--- config.mk ---
export PLATFORM = sky130hd
export DESIGN_NAME = srof_framer
export DESIGN_NICKNAME = d
export VERILOG_FILES = /design/src/srof_pkg.sv /design/src/srof_char_if.sv /design/src/srof_char_io.sv /design/src/srof_framer.sv
export VERILOG_INCLUDE_DIRS = /design/src
export SDC_FILE = /design/constraint.sdc
export NUM_CORES = 1
export LEC_CHECK = 0
export BUFFER_PORTS_ARGS = -buffer_cell sky130_fd_sc_hd__clkbuf_2
export CORE_AREA = 2 2 239 170
export CTS_CLUSTER_SIZE = 20
export DETAILED_ROUTE_END_ITERATION = 7
export DIE_AREA = 0 0 241 172
export HOLD_SLACK_MARGIN = 0.06
export PLACE_DENSITY = 0.56
export SYNTH_ARGS = -nofsm -noshare
export SYNTH_HDL_FRONTEND = slang
export SYNTH_SLANG_ARGS = --single-unit
--- constraint.sdc ---
create_clock -name clock -period 6.8 [get_ports clock]
set_clock_uncertainty 0.1 [all_clocks]
set_input_delay 0.68 -clock clock [delete_from_list [all_inputs] [get_ports clock]]
set_output_delay 0.68 -clock clock [all_outputs]
set_load 0.01 [all_outputs]
--- src/srof_defines.svh ---
/*
 * Constants of the serial report output framer: character codes, frame layout,
 * bit rates, buffer depth and timing figures.
 * Assumes inclusion by bare name from the package and the design modules.
 */
`ifndef SROF_DEFINES_SVH
`define SROF_DEFINES_SVH

// Clock rate of the system clock.
`define SROF_CLK_HZ 20000000
`define SROF_CLK_KHZ 20000

// Transmission control characters.
`define SROF_CHR_STX 7'h02
`define SROF_CHR_ETX 7'h03
`define SROF_CHR_ACK 7'h06
`define SROF_CHR_NAK 7'h15
`define SROF_CHR_DC4 7'h14

// Character frame: start bit, data bits, parity bit, stop bit.
`define SROF_DATA_BITS 7
`define SROF_FRAME_BITS 10

// Selectable bit rates in bit/s and the codes that pick them.
`define SROF_BAUD_1200 1200
`define SROF_BAUD_2400 2400
`define SROF_BAUD_4800 4800
`define SROF_BAUD_9600 9600
`define SROF_BAUD_19200 19200
`define SROF_RATE_1200 3'h0
`define SROF_RATE_2400 3'h1
`define SROF_RATE_4800 3'h2
`define SROF_RATE_9600 3'h3
`define SROF_RATE_19200 3'h4
`define SROF_RATE_RESET `SROF_RATE_19200

// Record buffer depth in characters.
`define SROF_BUF_DEPTH 32

// Answer timeout in milliseconds and the retry limit in host mode.
`define SROF_ACK_TIMEOUT_MS 1000
`define SROF_MAX_RETRY 4'h3

`endif

--- src/srof_pkg.sv ---
/*
 * Types of the serial report output framer: modes, states and state structs.
 * Assumes srof_defines.svh is on the include path.
 */
`include "srof_defines.svh"

package srof_pkg;

    // Transmission control modes.
    typedef enum logic [1:0] {
        SROF_MODE_RAW = 2'b00,
        SROF_MODE_CHECK = 2'b01,
        SROF_MODE_HOST = 2'b10
    } srof_mode_e;

    // Framer states, grouped by exchange phase.
    typedef enum logic [3:0] {
        SROF_ST_IDLE = 4'b0000,
        SROF_ST_CONN = 4'b0001,
        SROF_ST_STX = 4'b0010,
        SROF_ST_DATA = 4'b0011,
        SROF_ST_ETX = 4'b0100,
        SROF_ST_BCC = 4'b0101,
        SROF_ST_WAIT = 4'b0110,
        SROF_ST_DISC = 4'b0111
    } srof_state_e;

    typedef logic [6:0] srof_char_t;

    // Whole state of the framer.
    typedef struct packed {
        srof_state_e st;
        srof_mode_e mode;
        logic [2:0] rate;
        srof_char_t [`SROF_BUF_DEPTH-1:0] buf_;
        logic [5:0] count;
        logic [5:0] idx;
        srof_char_t bcc;
        logic [3:0] retry;
        logic [24:0] timer;
        logic rts;
        logic dtr;
        logic done;
        logic error;
    } srof_top_s;

    // Whole state of the character transmitter and receiver.
    typedef struct packed {
        logic tBusy;
        logic [9:0] tShift;
        logic [15:0] tCnt;
        logic [3:0] tBits;
        logic rBusy;
        logic [15:0] rCnt;
        logic [3:0] rBits;
        logic [7:0] rShift;
        logic rValid;
        srof_char_t rData;
    } srof_char_s;

endpackage : srof_pkg

--- src/srof_char_if.sv ---
/*
 * Carrier between the framer controller and its character serial engine.
 * Assumes both ends share one clock.
 */
`timescale 1ns/1ps

interface srof_char_if;
    import srof_pkg::*;

    logic [15:0] bitDiv;
    logic txValid;
    logic txReady;
    srof_char_t txData;
    logic rxEnable;
    logic rxValid;
    srof_char_t rxData;

    modport ctrl (output bitDiv, output txValid, input txReady, output txData,
                  output rxEnable, input rxValid, input rxData);
    modport phy (input bitDiv, input txValid, output txReady, input txData,
                 input rxEnable, output rxValid, output rxData);
endinterface : srof_char_if

--- src/srof_char_io.sv ---
/*
 * Asynchronous character engine: sends and receives ten-bit characters with
 * seven data bits and even parity, one direction at a time.
 * Assumes rxd is synchronous to clock and bitDiv holds clocks per bit.
 */
`timescale 1ns/1ps

module srof_char_io
    import srof_pkg::*;
(
    // Clock and reset.
    input wire logic clock,
    input wire logic nrst,
    // Controller side.
    srof_char_if.phy cio,
    // Serial line.
    input wire logic rxd,
    output logic txd
);

    srof_char_s q;
    srof_char_s next_q;

    // Handshake is combinational; the line never sends while receiving.
    assign cio.txReady = !q.tBusy && !q.rBusy;
    assign cio.rxValid = q.rValid;
    assign cio.rxData = q.rData;
    assign txd = q.tShift[0];

    // Next state of transmitter and receiver.
    always_comb
    begin
        next_q = q;
        next_q.rValid = 1'b0;
        if (!q.tBusy && !q.rBusy && cio.txValid)
        begin
            // Stop, even parity, data, start; sent from bit 0 upward.
            next_q.tShift = {1'b1, ^cio.txData, cio.txData, 1'b0};
            next_q.tBusy = 1'b1;
            next_q.tCnt = cio.bitDiv - 16'h0001;
            next_q.tBits = 4'h0;
        end
        else if (q.tBusy)
        begin
            if (q.tCnt == 16'h0000)
            begin
                next_q.tShift = {1'b1, q.tShift[9:1]};
                next_q.tCnt = cio.bitDiv - 16'h0001;
                next_q.tBits = q.tBits + 4'h1;
                if (q.tBits == 4'(`SROF_FRAME_BITS - 1))
                begin
                    next_q.tBusy = 1'b0;
                end
            end
            else
            begin
                next_q.tCnt = q.tCnt - 16'h0001;
            end
        end
        // Receiver listens only when enabled and the transmitter is quiet.
        if (!q.rBusy)
        begin
            if (cio.rxEnable && !q.tBusy && !rxd)
            begin
                next_q.rBusy = 1'b1;
                next_q.rCnt = {1'b0, cio.bitDiv[15:1]};
                next_q.rBits = 4'h0;
            end
        end
        else if (q.rCnt != 16'h0000)
        begin
            next_q.rCnt = q.rCnt - 16'h0001;
        end
        else
        begin
            next_q.rCnt = cio.bitDiv - 16'h0001;
            next_q.rBits = q.rBits + 4'h1;
            if (q.rBits == 4'h0)
            begin
                next_q.rBusy = !rxd; // A glitch on the start bit is dropped.
            end
            else if (q.rBits != 4'(`SROF_FRAME_BITS - 1))
            begin
                // Data bits and parity collect until the stop bit.
                next_q.rShift = {rxd, q.rShift[7:1]};
            end
            else
            begin
                // Ending at mid-stop keeps a low parity bit from posing as a start bit.
                next_q.rBusy = 1'b0;
                // Characters with bad parity are discarded.
                next_q.rValid = ~^q.rShift;
                next_q.rData = q.rShift[6:0];
            end
        end
    end

    // State register; the idle line is marking.
    always_ff @(posedge clock or negedge nrst)
    begin
        if (!nrst)
        begin
            q <= '0;
            q.tShift <= 10'h3FF;
        end
        else
        begin
            q <= next_q;
        end
    end

endmodule : srof_char_io

--- src/srof_framer.sv ---
/*
 * Serial report output framer: buffers one record and sends it over an
 * asynchronous link in raw, handshake-checked or framed host mode.
 * Assumes all inputs synchronous to clock; line levels are converted outside.
 */
// Notes on behaviour
// - Host mode wraps a record with STX before, ETX then BCC after.
// - BCC is even column parity over bytes after STX through ETX.
// - The link is transmit-only or half duplex, never both directions at once.
// - With handshake checking, send only while RTS, CTS, DSR and DTR are on.
// - Checked printer mode waits for CTS and DSR before sending data.
// - Unchecked printer mode ignores CTS and DSR.
// - Unchecked printer mode raises no error with nothing attached.
// - Only host mode uses control characters and error control.
// - Host exchange: connect, establish link, transfer, terminate, disconnect; the code has no link establishment, CONN goes straight to STX.
// - Printer modes skip link establishment and termination procedures.
// - Codes: STX 02, ETX 03, ACK 06, NAK 15, DC4 14.
// - Characters are start, seven data, even parity and stop bits.
// - Host mode resends the block on NAK or answer timeout.
// - Bit rate resets to 19200 and is selectable from 1200 to 19200.
`timescale 1ns/1ps

module srof_framer
    import srof_pkg::*;
#(
    parameter int unsigned ACK_TIMEOUT_CYCLES = `SROF_ACK_TIMEOUT_MS * `SROF_CLK_KHZ
)
(
    // Clock and reset.
    input wire logic clock,
    input wire logic nrst,
    // Configuration.
    input wire logic [1:0] modeSel,
    input wire logic [2:0] rateSel,
    input wire logic rateLoad,
    // Record stream.
    input wire logic recValid,
    input wire logic [6:0] recData,
    input wire logic recLast,
    output logic recReady,
    // Status.
    output logic busy,
    output logic sendDone,
    output logic sendError,
    // Serial link.
    output logic txd,
    input wire logic rxd,
    output logic rts,
    output logic dtr,
    input wire logic cts,
    input wire logic dsr
);

    localparam logic [24:0] TIMEOUT = 25'(ACK_TIMEOUT_CYCLES);
    localparam logic [5:0] LAST_SLOT = 6'(`SROF_BUF_DEPTH - 1);

    srof_top_s q;
    srof_top_s next_q;
    srof_char_if cio ();
    logic lineOk;
    logic sent;

    srof_char_io u_char (
        .clock(clock),
        .nrst(nrst),
        .cio(cio),
        .rxd(rxd),
        .txd(txd)
    );

    // Clocks per bit for the selected rate.
    always_comb
    begin
        case (q.rate)
            `SROF_RATE_1200: cio.bitDiv = 16'(`SROF_CLK_HZ / `SROF_BAUD_1200);
            `SROF_RATE_2400: cio.bitDiv = 16'(`SROF_CLK_HZ / `SROF_BAUD_2400);
            `SROF_RATE_4800: cio.bitDiv = 16'(`SROF_CLK_HZ / `SROF_BAUD_4800);
            `SROF_RATE_9600: cio.bitDiv = 16'(`SROF_CLK_HZ / `SROF_BAUD_9600);
            default: cio.bitDiv = 16'(`SROF_CLK_HZ / `SROF_BAUD_19200);
        endcase
    end

    // Handshake gate: raw mode sends blind, the others need all four lines on.
    assign lineOk = (q.mode == SROF_MODE_RAW) ? 1'b1
                  : (q.rts && q.dtr && cts && dsr);

    // Character offered to the engine in each sending state.
    always_comb
    begin
        cio.txValid = lineOk;
        case (q.st)
            SROF_ST_STX: cio.txData = `SROF_CHR_STX;
            SROF_ST_DATA: cio.txData = q.buf_[q.idx[4:0]];
            SROF_ST_ETX: cio.txData = `SROF_CHR_ETX;
            SROF_ST_BCC: cio.txData = q.bcc;
            default:
            begin
                cio.txData = 7'h00;
                cio.txValid = 1'b0;
            end
        endcase
    end

    assign sent = cio.txValid && cio.txReady;
    assign cio.rxEnable = (q.st == SROF_ST_WAIT);
    assign recReady = (q.st == SROF_ST_IDLE);
    assign busy = (q.st != SROF_ST_IDLE);
    assign rts = q.rts;
    assign dtr = q.dtr;
    assign sendDone = q.done;
    assign sendError = q.error;

    // Framer sequence.
    always_comb
    begin
        next_q = q;
        next_q.done = 1'b0;
        next_q.error = 1'b0;
        case (q.st)
            SROF_ST_IDLE:
            begin
                if (rateLoad)
                begin
                    next_q.rate = rateSel;
                end
                if (recValid)
                begin
                    next_q.buf_[q.count[4:0]] = recData;
                    next_q.count = q.count + 6'h01;
                    if (recLast || q.count == LAST_SLOT)
                    begin
                        next_q.mode = srof_mode_e'(modeSel);
                        next_q.rts = 1'b1;
                        next_q.retry = 4'h0;
                        next_q.st = SROF_ST_CONN;
                    end
                end
            end
            SROF_ST_CONN:
            begin
                // Line connection; printer modes go straight to the data.
                next_q.idx = 6'h00;
                if (q.mode == SROF_MODE_HOST)
                begin
                    next_q.st = SROF_ST_STX;
                end
                else
                begin
                    next_q.st = SROF_ST_DATA;
                end
            end
            SROF_ST_STX:
            begin
                if (sent)
                begin
                    next_q.bcc = 7'h00;
                    next_q.st = SROF_ST_DATA;
                end
            end
            SROF_ST_DATA:
            begin
                if (sent)
                begin
                    next_q.bcc = q.bcc ^ q.buf_[q.idx[4:0]];
                    next_q.idx = q.idx + 6'h01;
                    if (q.idx + 6'h01 == q.count)
                    begin
                        next_q.st = (q.mode == SROF_MODE_HOST) ? SROF_ST_ETX
                                  : SROF_ST_DISC;
                    end
                end
            end
            SROF_ST_ETX:
            begin
                if (sent)
                begin
                    next_q.bcc = q.bcc ^ `SROF_CHR_ETX;
                    next_q.st = SROF_ST_BCC;
                end
            end
            SROF_ST_BCC:
            begin
                if (sent)
                begin
                    next_q.timer = TIMEOUT;
                    next_q.st = SROF_ST_WAIT;
                end
            end
            SROF_ST_WAIT:
            begin
                // Termination: await the answer, resend on NAK or silence.
                next_q.timer = q.timer - 25'h000_0001;
                if (cio.rxValid && cio.rxData == `SROF_CHR_ACK)
                begin
                    next_q.done = 1'b1;
                    next_q.st = SROF_ST_DISC;
                end
                else if (cio.rxValid && cio.rxData == `SROF_CHR_DC4)
                begin
                    next_q.error = 1'b1; // Host refuses the block.
                    next_q.st = SROF_ST_DISC;
                end
                else if ((cio.rxValid && cio.rxData == `SROF_CHR_NAK) ||
                         q.timer == 25'h000_0000)
                begin
                    if (q.retry == `SROF_MAX_RETRY)
                    begin
                        next_q.error = 1'b1;
                        next_q.st = SROF_ST_DISC;
                    end
                    else
                    begin
                        next_q.retry = q.retry + 4'h1;
                        next_q.idx = 6'h00;
                        next_q.st = SROF_ST_STX;
                    end
                end
            end
            SROF_ST_DISC:
            begin
                // Disconnection; printer modes finish without any error path.
                if (cio.txReady)
                begin
                    // Host mode has already pulsed done on the acknowledge.
                    next_q.done = (q.mode != SROF_MODE_HOST);
                    next_q.rts = 1'b0;
                    next_q.count = 6'h00;
                    next_q.st = SROF_ST_IDLE;
                end
            end
            default:
            begin
                next_q.st = SROF_ST_IDLE;
            end
        endcase
    end

    // State register; DTR is held on from reset release.
    always_ff @(posedge clock or negedge nrst)
    begin
        if (!nrst)
        begin
            q <= '0;
            q.rate <= `SROF_RATE_RESET;
        end
        else
        begin
            q <= next_q;
            q.dtr <= 1'b1;
        end
    end

endmodule : srof_framer

* Yosys cells after proc, flatten, opt, wreduce, memory -nomap -nowiden
Cells that the tools add are included.
Storage, ports and cells: register bits 353, logic and storage cells 232, bits of input ports 20, output and inout bits 7
Operators by class: eq/ne operators 34, bitwise gates (word level) 6, add/subtract/negate cells 9, order comparisons 3, multiplexer cells 74, reductions and logical operators 51
Operator list (number):
- bitwise mux 224 bit | 1
- 2-to-1 mux 4 bit | 16
- 2-to-1 mux 31 bit | 2
- case mux 15 bit (4 select lines) | 1
- case mux 25 bit (2 select lines) | 1
- 2-to-1 mux 16 bit | 3
- 2-to-1 mux 6 bit | 8
- 2-to-1 mux 21 bit | 2
- binary-select mux 7 bit (select 5 bit) | 1
- demux 7 bit (select 5 bit) | 1
- case mux 4 bit (8 select lines) | 1
- subtractor 16 x 1 -> 16 bit (second input constant) | 2
- case mux 7 bit (4 select lines) | 1
- inequality test 2 bit (second input constant) | 13
- zero test 25 bit | 1
- 2-to-1 mux 25 bit | 1
- subtractor 25 x 1 -> 25 bit (second input constant) | 1
- 2-to-1 mux 8 bit | 3
- 2-to-1 mux 7 bit | 3
- case mux 7 bit (3 select lines) | 1
- 2-to-1 mux 20 bit | 1
- AND reduction 4 bit | 5
- case mux 6 bit (3 select lines) | 1
- 2-to-1 mux 1 bit | 17
- 47 further kinds | 90

* Logic depth before layout (Yosys ltp)
depth in word-level cells 8, depth in mapped cells 13, gate-level depth less buffers 11

* By module
A second synthesis with hierarchy kept.
Second synthesis, totals: cell total of the unflattened synthesis 1626, area total of the unflattened synthesis 18291.3 um^2
Modules (own cells, without submodules):
- srof_framer | times used 1, seq. area each 7108.1 um^2, cells an instance 1184, area an instance 14142.3 um^2
- srof_char_io | times used 1, seq. area each 1714.1 um^2, cells an instance 442, area an instance 4149.0 um^2

* Worst setup path after synthesis
Ideal clock, no wire load.
kind flip-flop to flip-flop, start register u_char.q[20] (netlist name), end register u_char.q, in the netlist u_char.cio.rxData[0], period minus slack after synthesis 3009 ps, library setup time 128 ps, stages on the path, launching flop included 10, slack 3791 ps, arrival 2782 ps, data required time 6572 ps, buffers on the path 0, cell sequence dfrtp_1 > inv_1 > ha_1 > or4b_1 > nand2b_1 > or2_1 > or3_1 > nor2_1 > nand2_1 > mux2_1
Between the ends: cells in the longest elaborated chain, start to end 3
Ends and longest elaborated chain:
- start, declared | line srof_char_io.sv:21 | srof_char_s q;
- start signal, assigned | line srof_char_io.sv:108 | q <= next_q;
- nonzero test 16 bit | line srof_char_io.sv:70 | else if (q.rCnt != 16'h0000)
- NOT 1 bit (no source line)
- AND reduction 4 bit (no source line)
No other way between the ends. A chain may end at the register's enable or synchronous reset.

* Worst setup path after layout
start register q[40] (netlist name), end register u_char.q[65] (netlist name)
Between the ends: cells in the longest elaborated chain, start to end 5
Ends and longest elaborated chain:
- start, declared | line srof_framer.sv:57 | srof_top_s q;
- start signal, assigned | line srof_framer.sv:248 | q <= next_q;
- binary-select mux 7 bit (select 5 bit) | line srof_framer.sv:93 | SROF_ST_DATA: cio.txData = q.buf_[q.idx[4:0]];
- 2-to-1 mux 7 bit (not written as such) | line srof_framer.sv:93
- case mux 7 bit (4 select lines) | line srof_framer.sv:91 | case (q.st)
- XOR reduction 7 bit | line srof_char_io.sv:38 | next_q.tShift = {1'b1, ^cio.txData, cio.txData, 1'b0};
- 2-to-1 mux 31 bit | line srof_char_io.sv:35 | if (!q.tBusy && !q.rBusy && cio.txValid)
No other way between the ends. The select of a mux whose other input is x is not followed.

==> reports/metrics.yaml <==
worst-slew-pin-transition_ns: 1.07
dieArea_um2: 41500
synth_area_leaders: "dfrtp_1 49%, mux2_2 15%, mux4_2 7.1%"
yosys.area.top_type: "dfrtp_1"
finalSetupTns_ns: 0
ys_seq_area_share_pct: 50.7
viasPerCell: 5.78
die_h_um: 172
vias: 11700
fmax_ghz: 0.256
async_flop_share_pct: 100
die_w_um: 241
rsz0062_at_grt: "no"
ant_nets: 0
grt_overflow_total: 0
netlist_top_cells_count: "341 x dfrtp_1, 235 x mux2_2, 164 x nand2_1"
core_area_um2: 39200
cts_buffer_depth: 3
cp_max_fo: 31
layout_setup_ws_ns: 2.89
drtIter0Drc: 943
drc_errors: 0
grt_pass1_wl_um: 67500
fin_crit_sh_pct: 57.5
synthesis.nets: 1494
rr_worst_depth: 10
power.density_nw_per_um2: 219
synth_edf_count: 0
cts_buffers: 37
rows: 61
cts_tree: "done"
cts-resized-gates: 0
start_util_pct: 44.4
crit_arrival_ns: 4.26
outcome: "completed"
cts_setup_buffers: 0
regToRegStartpoint: "q[40]"
hpwlAfterDp_um: 28600
grt_use_total_pct: 21.3
synth_area_per_cell_um2: 11.9
drive_gt1_share_pct: 27.7
finalHoldViolations: 0
routed_wl_um: 43100
area_growth_pct: 10.3
yosysMostFrequentCell: "dfrtp_1"
critPathMostFrequentCell: "mux4_2"
synth_cells: 1459
yosysWarnings: 0
syn-cell-area_um2: 17400
ioPinCount: 27
cpLargestDelayFamily: "multiplexers"
hp-class: "in -> async"
r2r_end: "u_char.q[65]"
crit_type: "reg -> reg"
postCtsHoldBufs: 0
min_period_ns: 3.91
slowest_delay_ns: 0.82
gp_congestion: 0.833
synthFlopType: "dfrtp_1"
clk_pin_slew_worst_paths_ns: 0.07
reg2reg_slack_ns: 2.89
end_kind: "flip-flop"
grt_pass1_vias: 11100
drv_slew: 0
io_buffers: 26
fin_nets: 1493
slew-limit-headroom_pct: 28.3
clkLatencyLatePin_ns: 0.53
grt_max_degree: 112
cp_cell_sequence: "buf_4, mux4_2, mux4_2, mux2_2, xor2_1, o21ai_1, mux2i_1, xnor2_1, and4b_1, a211oi_2"
dp_slack_ns: 2.87
grt_antenna_before_repair: 2
cts.sinks: 352
worstPathRequired_ns: 7.14
power_leakage_uw: 0.00887
ys_types: 70
cts_max_level: 2
setup_viol: 0
synthDominantCellAreaShare_pct: 49.0
post_drt_wl_per_cell_um: 21.4
timing.max_cap.violations: 0
cp_num_buf_inv: 1
irDropWorstVdd_uv: 146
place_inst: 1954
dr.pass1.iters: 5
cts-root-buf: "clkbuf_16"
fill_cells: 3491
finalNonFillerCells: 2018
ys_seq_elements: 352
slowest_stage: "dfrtp_4"
critPathLaunchType: "flip-flop"
==> cell usage in the layout, fill, tap and decap left out, drive strengths merged, types with 10 or more instances in the layout <==
| cell type | instances |
|---|---|
| dfrtp | 341 |
| mux2 | 251 |
| nand2 | 164 |
| o21ai | 88 |
| clkbuf | 80 |
| nor2 | 72 |
| mux4 | 55 |
| nand3 | 34 |
| nor3 | 33 |
| mux2i | 26 |
| a21oi | 23 |
| inv | 20 |
| xnor2 | 20 |
| nand2b | 17 |
| and3 | 17 |
| xor2 | 17 |
| buf | 16 |
| ha | 15 |
| a31oi | 12 |
| o31ai | 11 |
| o221ai | 11 |
| dfstp | 11 |
| nor2b | 10 |
| o22ai | 10 |
==> registers in the layout, summed over array words and instances, names as in the netlist <==
name	count
q	280
u_char.q	59
u_char.cio.rxData	7
dtr	1
rts	1
sendDone	1
sendError	1
u_char.cio.rxValid	1
u_char.txd	1
==> power by group <==
part	internal [µW]	switching [µW]	total, µW
registers	2090	0.134	2100
clock network	1200	828	2030
logic	8.26	66.3	74.5
total	3310	894	4200
==> layer usage <==
layer	vias up	GRT usage, %	share of wire (%)
met5	-	0	0
met4	0	4.46	1.6
met3	56	5.28	6.3
met2	264	28.9	40
met1	6011	33.9	52
li1	5340	-	-
==> metrics by stage <==
step	util (%)	hold slack, ns	total power [µW]	area [µm²]
finish	48.9	0.0999	4200	19200
global route	48.9	0.164	4350	19200
CTS	48.9	0.132	4260	19200
detailed placement	45.8	0.364	2210	18000
global placement	45.8	0.364	2210	18000
floorplan	-	0.284	2150	17400
==> cells by family (layout without fill, tap and decap cells) <==
kind of cell             Yosys count  after routing  synth area share, %
XOR/XNOR                          37             37                 1.86
buffers and inverters            101            124                 2.48
multiplexers                     332            332                 24.9
AO/OA/AOI/OAI                    211            211                 7.76
AND/OR/NAND/NOR                  409            409                 11.1
flip-flops                       352            352                 50.7
other                              1              2               0.0216
adder cells (fa/ha/maj)           16             16                 1.14
==> worst max path at each step <==
stage	startpoint	end	depth (start not counted)	slack [ns]
final	q[40]	u_char.q[65]	10	2.89
after global routing	q[40]	u_char.q[65]	10	2.57
after CTS	q[40]	u_char.q[65]	10	2.83
after detailed placement	q[40]	u_char.q[65]	10	2.87
after global placement	q[40]	u_char.q[65]	10	2.87
after floorplan	u_char.q[20]	u_char.cio.rxData[0]	9	3.79
==> layout make-up <==
cell class	instances	area (µm²)	share of cell area, %
multi-input combinational	1006	8150	42.5
timing repair buffer	41	265	1.38
tap	535	669	3.49
clock buffer	55	1110	5.80
antenna	1	2.50	0.0130
sequential	352	8830	46.0
inverter	20	75.1	0.391
clock inverter	8	90.1	0.469
Power figures use the tool's default switching activity.
